**src/hw/hid_pkg.sv**
```systemverilog
// package: constants and types of the hart input diagnostic block
package hid_pkg;
    localparam int NCH = 2;
    localparam int AW  = 8;
    localparam int VW  = 16;
    localparam int RW  = 16;
    // register byte addresses
    localparam logic [AW-1:0] A_CTRL  = 8'h00;
    localparam logic [AW-1:0] A_CHCFG = 8'h04;
    localparam logic [AW-1:0] A_HILIM = 8'h08;
    localparam logic [AW-1:0] A_LOLIM = 8'h0c;
    localparam logic [AW-1:0] A_DIAG  = 8'h10;
    localparam logic [AW-1:0] A_INFO  = 8'h14;
    localparam logic [AW-1:0] A_RESP  = 8'h18;
    localparam logic [AW-1:0] A_VAL   = 8'h1c;
    localparam logic [AW-1:0] A_PV    = 8'h20;
    localparam logic [AW-1:0] A_IDENT = 8'h24;
    // control register fields
    localparam int C_DIAG_IE = 0;
    localparam int C_LIM_IE  = 1;
    localparam int C_EOC_IE  = 2;
    localparam int C_GRP     = 4;
    localparam int C_WB      = 6;
    localparam int C_IT      = 8;
    localparam int CTRL_W    = 10;
    localparam logic [CTRL_W-1:0] CTRL_RST = 10'h200;
    localparam logic [1:0] IT_2P5  = 2'h0;
    localparam logic [1:0] IT_16P6 = 2'h1;
    localparam logic [1:0] IT_20   = 2'h2;
    localparam logic [1:0] IT_100  = 2'h3;
    // channel configuration fields, one byte per channel
    localparam int CF_W    = 8;
    localparam int CF_MODE = 0;
    localparam int CF_HART = 2;
    localparam int CF_R0   = 3;
    localparam int CF_RES  = 4;
    localparam int RES_W   = 4;
    localparam logic [1:0] mode_off               = 2'h0;
    localparam logic [1:0] two_wire_current_mode  = 2'h1;
    localparam logic [1:0] four_wire_current_mode = 2'h2;
    localparam logic [CF_W-1:0] CF_RST = 8'h05;
    // limits, defaults at overflow and underflow
    localparam logic [31:0] HI_RST = 32'h7fff_7fff;
    localparam logic [31:0] LO_RST = 32'h8001_8001;
    // diagnostic flags, two bits each (one per channel)
    localparam int D_PCHG = 0;
    localparam int D_GRP  = 2;
    localparam int D_WB   = 4;
    localparam int D_WARN = 6;
    localparam int D_W    = 8;
    localparam logic [D_W-1:0] FAULT_MASK = 8'h3f;
    // hardware interrupt info bytes
    localparam int INFO_ACK = 0;
    localparam int INFO_HI  = 0;
    localparam int INFO_LO  = 8;
    localparam logic [31:0] INFO_EOC = 32'hffff_fcfc;
    // hart commands and status bits
    localparam logic [7:0] CMD_ID  = 8'h00;
    localparam logic [7:0] CMD_TAG = 8'h0d;
    localparam logic [7:0] CMD_PV  = 8'h01;
    localparam int ST_COMM = 7;
    localparam int DEV_CHG = 6;
    localparam logic [1:0] STG_ID  = 2'h0;
    localparam logic [1:0] STG_TAG = 2'h1;
    localparam logic [1:0] STG_RUN = 2'h2;
    // open circuit threshold, 3.6 mA on the live-zero scale
    localparam logic signed [VW-1:0] WB_CODE = 16'shfd4d;

    typedef enum logic {S_IDLE, S_BUSY} hid_seq_t;

    typedef struct packed {
        logic [CTRL_W-1:0]     ctrl;
        logic [NCH*CF_W-1:0]   cfg;
        logic [31:0]           hi;
        logic [31:0]           lo;
        logic [31:0]           info;
        logic [31:0]           resp;
        logic [31:0]           val;
        logic [31:0]           pv;
        logic [31:0]           ident;
        logic [31:0]           rdata;
        logic [D_W-1:0]        diag;
        logic                  pend;
        logic [2*NCH-1:0]      stage;
        hid_seq_t              seq;
        logic                  sch;
        logic                  cch;
        logic [7:0]            cmd;
    } hid_st_t;

    localparam hid_st_t ST_RST = '{ctrl: CTRL_RST, cfg: {NCH{CF_RST}}, hi: HI_RST, lo: LO_RST,
                                   seq: S_IDLE, default: '0};
endpackage

```
**src/hw/hid_chan_mon.sv**
```systemverilog
// channel monitor: resolution, limit and open circuit check of one sample
`timescale 1ns/10ps
module hid_chan_mon
    import hid_pkg::*;
#(
    parameter int VW_P = VW
) (
    // sample and configuration
    input  wire logic signed [VW_P-1:0] code,
    input  wire logic [CF_W-1:0]        cfg,
    // limits
    input  wire logic signed [VW_P-1:0] hi_lim,
    input  wire logic signed [VW_P-1:0] lo_lim,
    // results
    output logic signed [VW_P-1:0]      val,
    output logic                        hi_viol,
    output logic                        lo_viol,
    output logic                        wire_brk
);
    logic on;

    always_comb begin
        on       = cfg[CF_MODE +: 2] != mode_off;
        val      = code & ({VW_P{1'b1}} << cfg[CF_RES +: RES_W]); // [RULE9] [RULE10]
        hi_viol  = on && (code > hi_lim);
        lo_viol  = on && (code < lo_lim);
        wire_brk = on && !cfg[CF_R0] && (code <= WB_CODE); // [RULE13] [RULE14]
    end
endmodule

```
**src/hw/hid_top.sv**
```systemverilog
// hart input diagnostics and interrupts with apb registers
//
// Summary of operation
// (RULE1) device reports parameter change: flag channel diagnostic when group diagnostics on
// (RULE2) communication or command error in a hart reply raises group error
// (RULE3) reply status bytes stored unchanged in readable response register
// (RULE4) command error is a warning, kept apart from device status and faults
// (RULE5) each interrupt source has its own enable bit
// (RULE6) limit and end-of-cycle hardware interrupts, separately enabled
// (RULE7) limit info: byte 0 high, byte 1 low, bit per channel, rest zero
// (RULE8) end-of-cycle info: all non-channel bits of four bytes set
// (RULE9) values are signed sixteen-bit words
// (RULE10) resolution set per channel
// (RULE11) per channel mode: off, two- or four-wire, with or without hart
// (RULE12) no hart on a channel using the zero-based range
// (RULE13) no open circuit check in the zero-based range
// (RULE14) live-zero current at or below threshold is open circuit, diagnostic interrupt
// (RULE15) reset defaults: hart active, default integration, diagnostics, interrupts off
// (RULE16) host should pick longest integration time on hart channels
// (RULE17) hart start-up sends command 0 then 13, identification data stored
// (RULE18) running channels repeat command 1, primary variable stored
// (RULE19) zero-based range accepted only with four-wire mode
// (RULE20) interrupt held until acknowledged; unread limit info never overwritten
`timescale 1ns/10ps
module hid_top
    import hid_pkg::*;
(
    // clock and reset
    input  wire logic              pclk,
    input  wire logic              presetn,
    // apb slave
    input  wire logic              psel,
    input  wire logic              penable,
    input  wire logic              pwrite,
    input  wire logic [AW-1:0]     paddr,
    input  wire logic [31:0]       pwdata,
    output logic [31:0]            prdata,
    output logic                   pready,
    output logic                   pslverr,
    // converter samples
    input  wire logic              adc_valid,
    input  wire logic              adc_chan,
    input  wire logic [VW-1:0]     adc_code,
    input  wire logic              cycle_end,
    // hart modem
    output logic                   hart_req,
    output logic [7:0]             hart_cmd,
    output logic                   hart_chan,
    input  wire logic              hart_done,
    input  wire logic [31:0]       hart_rsp_data,
    input  wire logic [7:0]        hart_comm_st,
    input  wire logic [7:0]        hart_dev_st,
    // interrupts and front-end setup
    output logic                   diag_irq,
    output logic                   hw_irq,
    output logic [1:0]             int_time_sel
);
    hid_st_t                st_ff;
    hid_st_t                nxt_st;
    logic                   wr;
    logic                   ack;
    logic                   rsp;
    logic                   hact_cur;
    logic [RW-1:0]          rsp_st;
    logic [VW-1:0]          pv_in;
    logic [CF_W-1:0]        m_cfg;
    logic signed [VW-1:0]   m_val;
    logic                   m_hi;
    logic                   m_lo;
    logic                   m_wb;
    logic                   lim_ev;

    function automatic logic hit(input logic [AW-1:0] a);
        return a inside {A_CTRL, A_CHCFG, A_HILIM, A_LOLIM, A_DIAG, A_INFO, A_RESP, A_VAL, A_PV, A_IDENT};
    endfunction

    // hart runs only in an enabled mode with the live-zero range
    function automatic logic hact(input logic [CF_W-1:0] c);
        return c[CF_MODE +: 2] != mode_off && c[CF_HART] && !c[CF_R0]; // [RULE11] [RULE12]
    endfunction

    function automatic logic [7:0] cmd_of(input logic [1:0] stg);
        case (stg)
            STG_ID:  return CMD_ID; // [RULE17]
            STG_TAG: return CMD_TAG; // [RULE17]
            default: return CMD_PV; // [RULE18]
        endcase
    endfunction

    function automatic logic [31:0] rd(input hid_st_t s, input logic [AW-1:0] a);
        case (a)
            A_CTRL:  return {{(32-CTRL_W){1'b0}}, s.ctrl};
            A_CHCFG: return {{(32-NCH*CF_W){1'b0}}, s.cfg};
            A_HILIM: return s.hi;
            A_LOLIM: return s.lo;
            A_DIAG:  return {{(32-D_W){1'b0}}, s.diag};
            A_INFO:  return s.info;
            A_RESP:  return s.resp;
            A_VAL:   return s.val;
            A_PV:    return s.pv;
            A_IDENT: return s.ident;
            default: return 32'h0000_0000;
        endcase
    endfunction

    assign wr       = psel && penable && pwrite && hit(paddr);
    assign ack      = wr && paddr == A_INFO && pwdata[INFO_ACK];
    assign rsp      = hart_done && st_ff.seq == S_BUSY;
    assign rsp_st   = {hart_dev_st, hart_comm_st};
    assign pv_in    = hart_rsp_data[VW-1:0];
    assign m_cfg    = st_ff.cfg[adc_chan*CF_W +: CF_W];
    assign hact_cur = hact(st_ff.cfg[st_ff.sch*CF_W +: CF_W]);
    assign lim_ev   = adc_valid && st_ff.ctrl[C_LIM_IE] && (m_hi || m_lo); // [RULE5] [RULE6]

    hid_chan_mon #(
        .VW_P     (VW)
    ) u_mon (
        .code     (adc_code),
        .cfg      (m_cfg),
        .hi_lim   (st_ff.hi[adc_chan*VW +: VW]),
        .lo_lim   (st_ff.lo[adc_chan*VW +: VW]),
        .val      (m_val),
        .hi_viol  (m_hi),
        .lo_viol  (m_lo),
        .wire_brk (m_wb)
    );

    always_comb begin
        logic [D_W-1:0]  dset;
        logic [D_W-1:0]  dclr;
        logic [CF_W-1:0] c;
        logic            ch;
        logic            free;
        logic            comm;
        logic            cerr;
        dset   = '0;
        dclr   = '0;
        c      = '0;
        ch     = st_ff.cch;
        free   = !st_ff.pend || ack;
        comm   = hart_comm_st[ST_COMM];
        cerr   = !comm && hart_comm_st != 8'h00;
        nxt_st = st_ff;
        // register access
        if (psel && !penable) begin
            nxt_st.rdata = rd(st_ff, paddr);
        end
        if (wr) begin
            case (paddr)
                A_CTRL:  nxt_st.ctrl = pwdata[CTRL_W-1:0]; // [RULE5]
                A_CHCFG: begin
                    for (int i = 0; i < NCH; i++) begin
                        c = pwdata[i*CF_W +: CF_W];
                        if (c[CF_MODE +: 2] != four_wire_current_mode) begin
                            c[CF_R0] = 1'b0; // [RULE19]
                        end
                        nxt_st.cfg[i*CF_W +: CF_W] = c; // [RULE10] [RULE11]
                    end
                end
                A_HILIM: nxt_st.hi = pwdata;
                A_LOLIM: nxt_st.lo = pwdata;
                A_DIAG:  dclr = pwdata[D_W-1:0];
                default: ;
            endcase
        end
        if (ack) begin
            nxt_st.pend = 1'b0;
            nxt_st.info = '0;
        end
        // samples and hardware interrupt info
        if (adc_valid) begin
            nxt_st.val[adc_chan*VW +: VW] = m_val; // [RULE9]
            if (m_wb && st_ff.ctrl[C_WB + adc_chan]) begin
                dset[D_WB + adc_chan] = 1'b1; // [RULE14]
            end
        end
        if (lim_ev && free) begin
            nxt_st.info = '0; // [RULE7]
            nxt_st.info[INFO_HI + adc_chan] = m_hi; // [RULE7]
            nxt_st.info[INFO_LO + adc_chan] = m_lo; // [RULE7]
            nxt_st.pend = 1'b1; // [RULE20]
        end else if (cycle_end && st_ff.ctrl[C_EOC_IE] && free) begin
            nxt_st.info = INFO_EOC; // [RULE8]
            nxt_st.pend = 1'b1; // [RULE6]
        end
        // hart command sequencer, channels served in turn
        case (st_ff.seq)
            S_IDLE: begin
                if (hact_cur) begin
                    nxt_st.cmd = cmd_of(st_ff.stage[st_ff.sch*2 +: 2]); // [RULE17] [RULE18]
                    nxt_st.cch = st_ff.sch;
                    nxt_st.seq = S_BUSY;
                end else begin
                    nxt_st.stage[st_ff.sch*2 +: 2] = STG_ID; // [RULE12]
                    nxt_st.sch = ~st_ff.sch;
                end
            end
            S_BUSY: begin
                if (hart_done) begin
                    nxt_st.resp[ch*RW +: RW] = rsp_st; // [RULE3]
                    if ((comm || cerr) && st_ff.ctrl[C_GRP + ch]) begin
                        dset[D_GRP + ch] = 1'b1; // [RULE2]
                    end
                    if (cerr) begin
                        dset[D_WARN + ch] = 1'b1; // [RULE4]
                    end
                    if (!comm && hart_dev_st[DEV_CHG] && st_ff.ctrl[C_GRP + ch]) begin
                        dset[D_PCHG + ch] = 1'b1; // [RULE1]
                    end
                    if (!comm) begin
                        case (st_ff.cmd)
                            CMD_ID: begin
                                nxt_st.ident[ch*RW +: 8]     = hart_rsp_data[7:0]; // [RULE17]
                                nxt_st.stage[ch*2 +: 2]      = STG_TAG;
                            end
                            CMD_TAG: begin
                                nxt_st.ident[ch*RW + 8 +: 8] = hart_rsp_data[7:0]; // [RULE17]
                                nxt_st.stage[ch*2 +: 2]      = STG_RUN;
                            end
                            default: nxt_st.pv[ch*RW +: RW] = pv_in; // [RULE18]
                        endcase
                    end
                    nxt_st.seq = S_IDLE;
                    nxt_st.sch = ~ch;
                end
            end
            default: nxt_st.seq = S_IDLE;
        endcase
        // set wins over a clear in the same cycle
        nxt_st.diag = (st_ff.diag & ~dclr) | dset;
    end

    always_ff @(posedge pclk or negedge presetn) begin
        if (!presetn) begin
            st_ff <= ST_RST; // [RULE15]
        end else begin
            st_ff <= nxt_st;
        end
    end

    assign prdata       = st_ff.rdata;
    assign pready       = 1'b1;
    assign pslverr      = psel && penable && !hit(paddr);
    assign hart_req     = st_ff.seq == S_BUSY;
    assign hart_cmd     = st_ff.cmd;
    assign hart_chan    = st_ff.cch;
    assign hw_irq       = st_ff.pend; // [RULE20]
    assign diag_irq     = st_ff.ctrl[C_DIAG_IE] && |(st_ff.diag & FAULT_MASK); // [RULE4] [RULE14]
    assign int_time_sel = st_ff.ctrl[C_IT +: 2];
endmodule

```
**config.mk**
```make
export PLATFORM = sky130hd
export DESIGN_NAME = hid_top
export DESIGN_NICKNAME = d
export VERILOG_FILES = /design/src/hw/hid_pkg.sv /design/src/hw/hid_chan_mon.sv /design/src/hw/hid_top.sv
export SDC_FILE = /design/constraint.sdc
export NUM_CORES = 1
export LEC_CHECK = 0
export BUFFER_PORTS_ARGS = -buffer_cell sky130_fd_sc_hd__buf_4
export CAP_MARGIN = 40
export CORE_MARGIN = 8
export CORE_UTILIZATION = 42
export CTS_BUF_LIST = sky130_fd_sc_hd__clkbuf_16
export CTS_CLUSTER_SIZE = 10
export DETAILED_ROUTE_END_ITERATION = 8
export SLEW_MARGIN = 30
export SYNTH_ARGS = -nofsm -noshare
export SYNTH_HDL_FRONTEND = slang
export SYNTH_SLANG_ARGS = --single-unit
```
**constraint.sdc**
```tcl
create_clock -name pclk -period 3.6 [get_ports pclk]
set_input_delay 0.54 -clock pclk [delete_from_list [all_inputs] [get_ports pclk]]
set_output_delay 0.54 -clock pclk [all_outputs]
set_load 0.02 [all_outputs]
```
==> impl.org, run 1 <==
** Outcome
- Result of the run :: finished clean

** Synthesis
- In this run the cell area of the synthesized design comes to 0.0138 sq mm.
- Leading post-synthesis cells by cell area :: sky130_fd_sc_hd__dfrtp_1 (42%), sky130_fd_sc_hd__mux2_2 (13%), sky130_fd_sc_hd__dfstp_2 (7.4%), sky130_fd_sc_hd__nand2_1 (5.5%), sky130_fd_sc_hd__mux2i_1 (4.9%)
- Largest family of logic cells by synthesized area :: multiplexers
- Share of the synthesized netlist area taken by xor and xnor gates :: 0%
- The most used flip-flop cell after synthesis is sky130_fd_sc_hd__dfrtp_1.
- Warnings from Yosys :: 0
- By count the netlist is led by sky130_fd_sc_hd__dfrtp_1 (234), sky130_fd_sc_hd__nand2_1 (201), sky130_fd_sc_hd__mux2_2 (158).
- Synthesis produced 1259 cells.
- Number of synthesized register bits :: 273
- Asr flop ratio synth :: 100%
- Part of the Yosys area used for sequential elements :: 49.9%
- Counting distinct cell types in the post-synthesis netlist gives 69.
- Compound-gate portion of the synthesized area :: 13.5%
- The synthesized design contains 0 enable-type register cells.
- Average footprint of a synthesized cell :: 11.0 sq um
- Post-synth top area cell :: sky130_fd_sc_hd__dfrtp_1
- Share of the synthesized area in the top cell type :: 42.4%
- Most common cell in the netlist :: sky130_fd_sc_hd__dfrtp_1
- Fraction of synthesized area in multiplexers :: 18.5%
- Synthesized-area fraction occupied by and/or/nand/nor cells :: 10.7%
- Post-synthesis share of cell area spent on full adders, half adders and majority gates :: 2.99%

** Clock network
- Clock edge transition at the registers on the reported setup and hold paths :: 0.05 ns
- TritonCTS built the clock tree.
- Number of hold buffers added after cts :: 0
- Clock net sink count :: 273
- Resized cells post-CTS :: 0
- Number of buffers added for setup after CTS :: 0
- Clock tree synthesis selected as its root buffer the cell sky130_fd_sc_hd__clkbuf_16.
- In this run the deepest clock path goes through 3 buffers.
- The clock reaches the later pin of the worst-skew pair after 0.51 ns.
- CTS buffer count :: 34
- The H-tree generated during clock tree synthesis spans 2 levels.

** Worst setup path
- Across all register-to-register paths, the minimum setup slack is 0.62 ns.
- STA classifies the critical path endpoint as a flop.
- Crit start category :: flop
- In this run the worst setup path terminates at hw_irq.
- End of the worst register-to-register path :: hw_irq
- Worst Path Required :: 3.99 ns
- Counting cells, the worst reg-to-reg path comes to 10.
- Worst-path fanout max :: 4
- The critical path is of the flop to flop type.
- Launch point of the critical path :: st_ff[278]
- Data arrival at the endpoint of the critical path :: 3.37 ns
- The worst register-to-register path begins at st_ff[278].

** Final layout
- After the flow finishes, the layout carries non-filler instances totaling 1844.
- Synthesis-to-layout area growth :: 18.0%
- Counting the fill cells in the layout gives 3014.
- Layout cell share with drive strength beyond 1 :: 31.5%
- After the last flow step, the layout net total stands at 1530.
- Area used by sequential logic in the layout :: 0.00688 sq mm
- At the end of the flow the core is filled with cells to 50.2%.
- Summing all multi-input logic gate instances after layout gives 0.00636 sq mm.
- After routing the design area is 0.0163 sq mm.

** Detailed routing
- DRT Wirelength :: 47.1 mm
- DRC viols :: 0
- Once detail routing completed, the nets flagged for antenna violations numbered 0.
- WL per Instance :: 25.5 um
- For this run, the detailed router's first-pass iteration total came to 5.
- After detailed routing, the number of vias per cell comes to 5.84.
- Initial DRC count :: 910
- Overall via count from detail_route :: 10800

** GRT
- GRT Resource Usage Total :: 24.1%
- Entering global routing, the biggest net connects 118 pins.
- The number of antenna violations at the first check in global routing was 1.
- Global routing finished with a remaining overflow of 0.
- The first global-routing pass estimated 70.6 mm of wire.
- The number of global-route vias before repair was 10900.

** Placement
- Placed instance count :: 1787
- Count of input and output buffers :: 138
- Pre-CTS worst setup slack :: 0.241 ns
- Placed Area :: 0.0153 sq mm
- Final GP Congestion :: 0.916
- Detailed Place HPWL :: 36.1 mm

** STA
- For the final routed database, the setup TNS stands at 0 ns.
- Clock skew on the completed layout was measured at 0.0224 ns.
- In the finished design, the share of the clock period the worst path needs comes to 82.8%.
- Timing would allow up to 336 MHz.
- Final hold violation count :: 0
- Clock period minus final worst setup slack :: 2.98 ns
- Max-slew violation total from the final report :: 0
- Final Worst Setup Slack :: 0.621 ns
- Finish-stage setup viols :: 0
- Slew @ Worst Pin :: 0.777 ns
- Unrepaired setup endpoints after global routing :: false
- Relative slew slack :: 46.9%

** Die
- Row count :: 66
- Initial Util :: 42.5%
- Die W :: 197 um
- The die covers 0.0389 sq mm.
- Die Span Y :: 197 um
- The core region is 0.0325 sq mm.
- Top-Level Pins :: 161

** Pwr
- The analysis attributes to cell leakage a power of 0.00778 uW.
- Across the VDD grid, the largest voltage drop is 280 uV.
- PwrDens :: 414 mW/mm^2

** Hold path
- Path type of the worst min-delay path :: primary input to flop

** Flow run
- Max-cap violations in this run came to 0.
how the worst min path moves through the flow:
stage	from	endpoint	slack, ns	depth (start not counted)
after floorplan	presetn	hart_chan	0.24	0
after global placement	st_ff[141]	st_ff[141]	0.46	2
after detailed placement	prdata[19]	prdata[19]	0.47	1
after CTS	presetn	st_ff[152]	0.16	1
after global routing	hart_dev_st[0]	st_ff[160]	0.24	3
final	hart_dev_st[7]	st_ff[183]	0.24	3
flip-flops by register name, indices dropped and copies added, names as in the netlist:
signal        flops
prdata           32
hart_cmd          2
int_time_sel      2
hart_chan         1
hw_irq            1
st_ff           234
hart_req          1
per-stage QoR:
step	power, uW	hold slack [ns]
after floorplan	3470	0.244
after global placement	3770	0.461
after detailed placement	3790	0.469
after CTS	6780	0.159
after global routing	6980	0.243
final	6750	0.242
per-layer routing:
metal  up-vias  GRT usage (%)  part of all wire (%)
met5         -              0                     0
met4         0           8.19                   3.3
met3        75           4.50                   8.4
met2       435           36.5                    44
met1      5467           34.3                    44
li1       4797              -                     -
worst max-delay path, cell delays in order, from the launching register on:
cell	delay, ns
sky130_fd_sc_hd__dfstp_2	0.60
sky130_fd_sc_hd__mux2i_1	0.10
sky130_fd_sc_hd__ha_1	0.31
sky130_fd_sc_hd__nand4_1	0.18
sky130_fd_sc_hd__nor4_1	0.56
sky130_fd_sc_hd__a21boi_0	0.36
sky130_fd_sc_hd__nor3_1	0.09
sky130_fd_sc_hd__o211ai_1	0.17
sky130_fd_sc_hd__buf_4	0.18
sky130_fd_sc_hd__a21oi_1	0.07
sky130_fd_sc_hd__a221o_1	0.25
cell families (layout without fill, tap and decap cells):
group / after synthesis / count (layout)
AOI/OAI and AO/OA: 284 / 284
adders and majority gates: 33 / 33
buffers and inverters: 112 / 250
DFF: 273 / 273
muxes: 232 / 232
other: 2 / 7
and+or+nand+nor: 323 / 323
power by group:
part,switching (uW),total [uW],internal (uW)
registers,67.2,3220,3150
logic,323,525,202
clock network,1260,3000,1740
layout make-up:
cell class / count / share of cell area, %
Sequential cell: 273 / 42.3
Multi-Input combinational cell: 878 / 39.1
Timing Repair Buffer: 190 / 9.24
Clock buffer: 35 / 5.38
Tap cell: 442 / 3.40
Clock inverter: 18 / 0.484
Inverter: 7 / 0.161
Antenna cell: 1 / 0.0154
layout by cell type, fill, tap and decap left out, types with 11 or more instances in the layout:
cell type                   netlist  final
sky130_fd_sc_hd__dfstp_2         39     39
sky130_fd_sc_hd__dfrtp_1        234    234
sky130_fd_sc_hd__nand2_1        201    201
sky130_fd_sc_hd__a221oi_1        26     26
sky130_fd_sc_hd__nor2_1          35     35
sky130_fd_sc_hd__mux2_2         158    158
sky130_fd_sc_hd__o21ai_0         91     91
sky130_fd_sc_hd__a21o_1          23     23
sky130_fd_sc_hd__ha_1            33     33
sky130_fd_sc_hd__buf_4           43    182
sky130_fd_sc_hd__inv_1            7     21
sky130_fd_sc_hd__nor3_1          12     11
sky130_fd_sc_hd__a21oi_1         48     48
sky130_fd_sc_hd__clkbuf_16        0     35
sky130_fd_sc_hd__nand3_1         16     16
sky130_fd_sc_hd__mux2i_1         68     68
sky130_fd_sc_hd__a22oi_1         28     28
sky130_fd_sc_hd__a22o_1          11     11
Power figures use the tool's default switching activity.
==> run 2: changes to the inputs <==
- clock period: 3.6 -> 2.5 ns (I/O delays scaled with it)
==> run 2 against run 1 <==
  * The run now ends with setup timing left
  * Utilization is 2.1 points higher
  * Cell area grew 4.1%
  * Clock skew decreased by 0.0030 ns
  * Die area is the same
  * Clock power rose by 49%
  * Cell count increased by 3.7%
  * Fmax grew 14%
  * Highest routed layer unchanged
==> impl.org, run 2 (synthesis results as in run 1) <==
** Worst setup path
- FF-to-FF Start :: st_ff[257]
- The worst register-to-register path ends at hw_irq.
- Setup Crit Path Kind :: flop to flop
- The depth of the worst register-to-register path was 10 (unchanged).
- The critical path required time was 2.89 ns (-1.10 ns).
- Crit start category :: flop
- Data arrival at the endpoint of the critical path :: 3.00 ns (-0.37 ns)
- Worst-path fanout max :: 3 (-1)
- Endpoint kind of the worst setup timing path :: flop
- The worst-case register-to-register setup slack is -0.11 ns (-0.73 ns).

** Final layout
- The share of final-layout standard cells stronger than drive strength 1 came to 35.3% (+3.8 points).
- Commonest non-fill, non-tap cell in the layout :: sky130_fd_sc_hd__buf_4
- The final-layout fill cell count was 2896 (-3.9%).
- The combined area of the multi-input logic cells was 0.00637 sq mm (+0.22%).
- The antenna cell count came to 0 (-1).
- In the layout the commonest cells are sky130_fd_sc_hd__buf_4 (248), sky130_fd_sc_hd__dfrtp_1 (234), sky130_fd_sc_hd__nand2_1 (201).
- From synthesis to final layout, the design area changed by 22.8%.
- Number of nets in the layout :: 1602 (+4.7%)
- More flip-flops sit in one register than any other, and that register is st_ff.
- The number of flip-flops in the largest register came to 234 (unchanged).
- Area used by sequential logic in the layout :: 0.00688 sq mm (unchanged)

** Detailed routing
- Signal routing reaches up to met4.
- The DRC marker count from the first detailed-route iteration came to 887 (-2.5%).
- Metal-1 WL :: 22.2 mm (+6.9%)
- Met2 routed wirelength :: 22.2 mm (+6.4%)
- The residual antenna-violating net count after detailed routing came to 0 (unchanged).
- The first-pass iteration count of the detailed router came to 6 (+1).
- The count of vias placed by the detailed router is 11000 (+2.6%).
- The via density per instance is 5.78 (-1.1%).
- The length of routed met3 wiring came to 3.70 mm (-6.5%).
- The DRC violation count after routing came to 0 (unchanged).
- The routed wire length came to 49.7 mm (+5.6%).
- WL per Instance :: 26.0 um (+1.8%)

** GRT
- The number of global-route vias before repair is 11300 (+4.0%).
- The all-layer global routing usage came to 25.4% (+1.3 points).
- The largest net degree at the start of global routing came to 67 (-43%).
- Initial antenna violation count :: 0 (-1)
- Remaining global-route overflow :: 0 (unchanged)
- Wire length of the first global-routing pass :: 73.6 mm (+4.3%)

** STA
- The slew at the pin closest to its max-slew limit came to 0.627 ns (-0.149 ns).
- The count of endpoints failing hold in the final timing report was 0 (unchanged).
- Setup repair after global routing could not meet its margin everywhere.
- The part of the cycle the worst path needs was 104% (+22 points).
- Achievable Freq :: 383 MHz (+14%)
- The relative max-transition margin is 57.7% (+11 points).
- The maximum clock skew at final layout came to 0.0194 ns (-0.00301 ns).
- The post-route setup TNS was -0.336 ns (-0.336 ns).
- Final Worst Setup Slack :: -0.110 ns (-0.730 ns)
- The final critical path time including I/O delays and setup came to 2.61 ns (-0.370 ns).
- Max-slew violation total from the final report :: 0 (unchanged)
- Finish-stage setup viols :: 6 (+6)

** Hold path
- The path class of the tightest hold or removal check is primary input to flop.
- The worst hold path terminates at st_ff[168].
- In this run the most critical hold path is launched from hart_comm_st[0].
- The instance count along the most critical hold path came to 3 (unchanged).

** Clock network
- Skew-Pair Late Insertion Delay :: 0.52 ns (about the same)
- The total number of clock tree sinks was 273 (unchanged).
- The total CTS buffers came to 34 (unchanged).
- The H-tree level count is 2 (unchanged).
- Master cell of the clock root buffer :: sky130_fd_sc_hd__clkbuf_16
- Clk buf depth :: 3 (unchanged)
- CTS tree :: yes
- Clock edge transition at the registers on the reported setup and hold paths :: 0.05 ns (about the same)

** Placement
- Count of input and output buffers :: 138 (unchanged)
- Final GP Congestion :: 0.911 (-0.50%)
- The pre-CTS setup slack is -0.430 ns (-0.671 ns).
- Detailed Place HPWL :: 38.8 mm (+7.4%)

** Flow run
- Max-cap check violation count :: 0 (unchanged)

** Pwr
- The largest vdd supply drop came to 382 uV (+36%).
- The total power density per cell area came to 584 mW/mm^2 (+41%).
- Static leakage :: 0.00815 uW (+4.8%)

** Die
- Standard cell core area :: 0.0325 sq mm (unchanged)
- Overall die area :: 0.0389 sq mm (unchanged)
- The overall die height was 197 um (unchanged).
- Die W :: 197 um (unchanged)
- The I/O pin count was 161 (unchanged).
- The standard-cell row count was 66 (unchanged).
- Initial Util :: 42.5% (unchanged)

** Outcome
- Failing checks :: setup timing
- The run finished, with violations left.
## run 2: cell types whose count changed in the layout (fill, tap and decap cells not counted), sizes merged
cell      before  now
buf          189  261
inv           23   17
bufinv         0    1
diode          1    0
clkinv         2    3
clkinvlp       0    1
## run 2: area by class of cell
class | count | share of cell area [%]
flip-flops and latches | 273 | 40.6
multi-input cells | 878 | 37.6
repair buffers | 262 | 12.6
clock buffers | 35 | 5.17
well taps | 442 | 3.26
clock inverters | 15 | 0.664
inverters | 7 | 0.155
## run 2: layer usage
layer / vias to the layer above / GRT usage (%)
li1: 4940 / -
met1: 5604 / 34.6
met2: 421 / 39.4
met3: 84 / 5.93
met4: 0 / 8.36
met5: - / 0
## run 2: per-stage QoR
stage | cell area, sq um | power [uW] | std cells | utilization (%) | hold slack [ns]
floorplan | 13900 | 5000 | 1263 | - | 0.0794
global placement | 15900 | 5480 | 1858 | 49.0 | 0.374
detailed placement | 15900 | 5500 | 1859 | 49.1 | 0.373
CTS | 16900 | 9980 | 1912 | 52.2 | 0.0476
global route | 16900 | 10200 | 1912 | 52.2 | 0.0510
finish | 16900 | 9900 | 1912 | 52.2 | 0.0638
## run 2: worst max-delay path by stage
stage          startpoint    endpoint  slack, ns  depth (start not counted)
3_5_place_dp     adc_chan  st_ff[185]      -0.43                         11
6_report       st_ff[257]      hw_irq      -0.11                         10
3_3_place_gp     adc_chan      hw_irq      -0.36                         12
5_1_grt        st_ff[259]      hw_irq      -0.23                         10
2_1_floorplan    adc_chan      hw_irq      -0.27                         12
4_1_cts        st_ff[277]      hw_irq      -0.12                         10
## run 2: worst max-delay path, stage by stage, from the launching register on
cell and delay, ns:
sky130_fd_sc_hd__dfstp_2 0.58, sky130_fd_sc_hd__mux2i_1 0.09, sky130_fd_sc_hd__ha_1 0.29, sky130_fd_sc_hd__a21oi_1 0.16
sky130_fd_sc_hd__nor3_1 0.05, sky130_fd_sc_hd__or3_1 0.33, sky130_fd_sc_hd__or4_1 0.41, sky130_fd_sc_hd__o211ai_1 0.10
sky130_fd_sc_hd__buf_4 0.16, sky130_fd_sc_hd__a21oi_1 0.07, sky130_fd_sc_hd__a221o_1 0.26
## run 2: report_power, final
group / switching, uW / leakage [uW] / internal, uW / total, uW
Sequential: 94.4 / 0.00358 / 4540 / 4640
Clock: 1860 / 0.000517 / 2610 / 4470
Combinational: 477 / 0.00406 / 319 / 797
## run 2: timing repair
| item | 4_1_cts | 5_1_grt |
|---|---|---|
| pin swaps | 4 | 3 |
| hold endpoints to repair | 57 | 0 |
| setup endpoints to repair | 6 | 6 |
| gates resized for setup | 2 | 2 |
| buffers inserted | 2 | 0 |
| hold buffers | 1 | 0 |
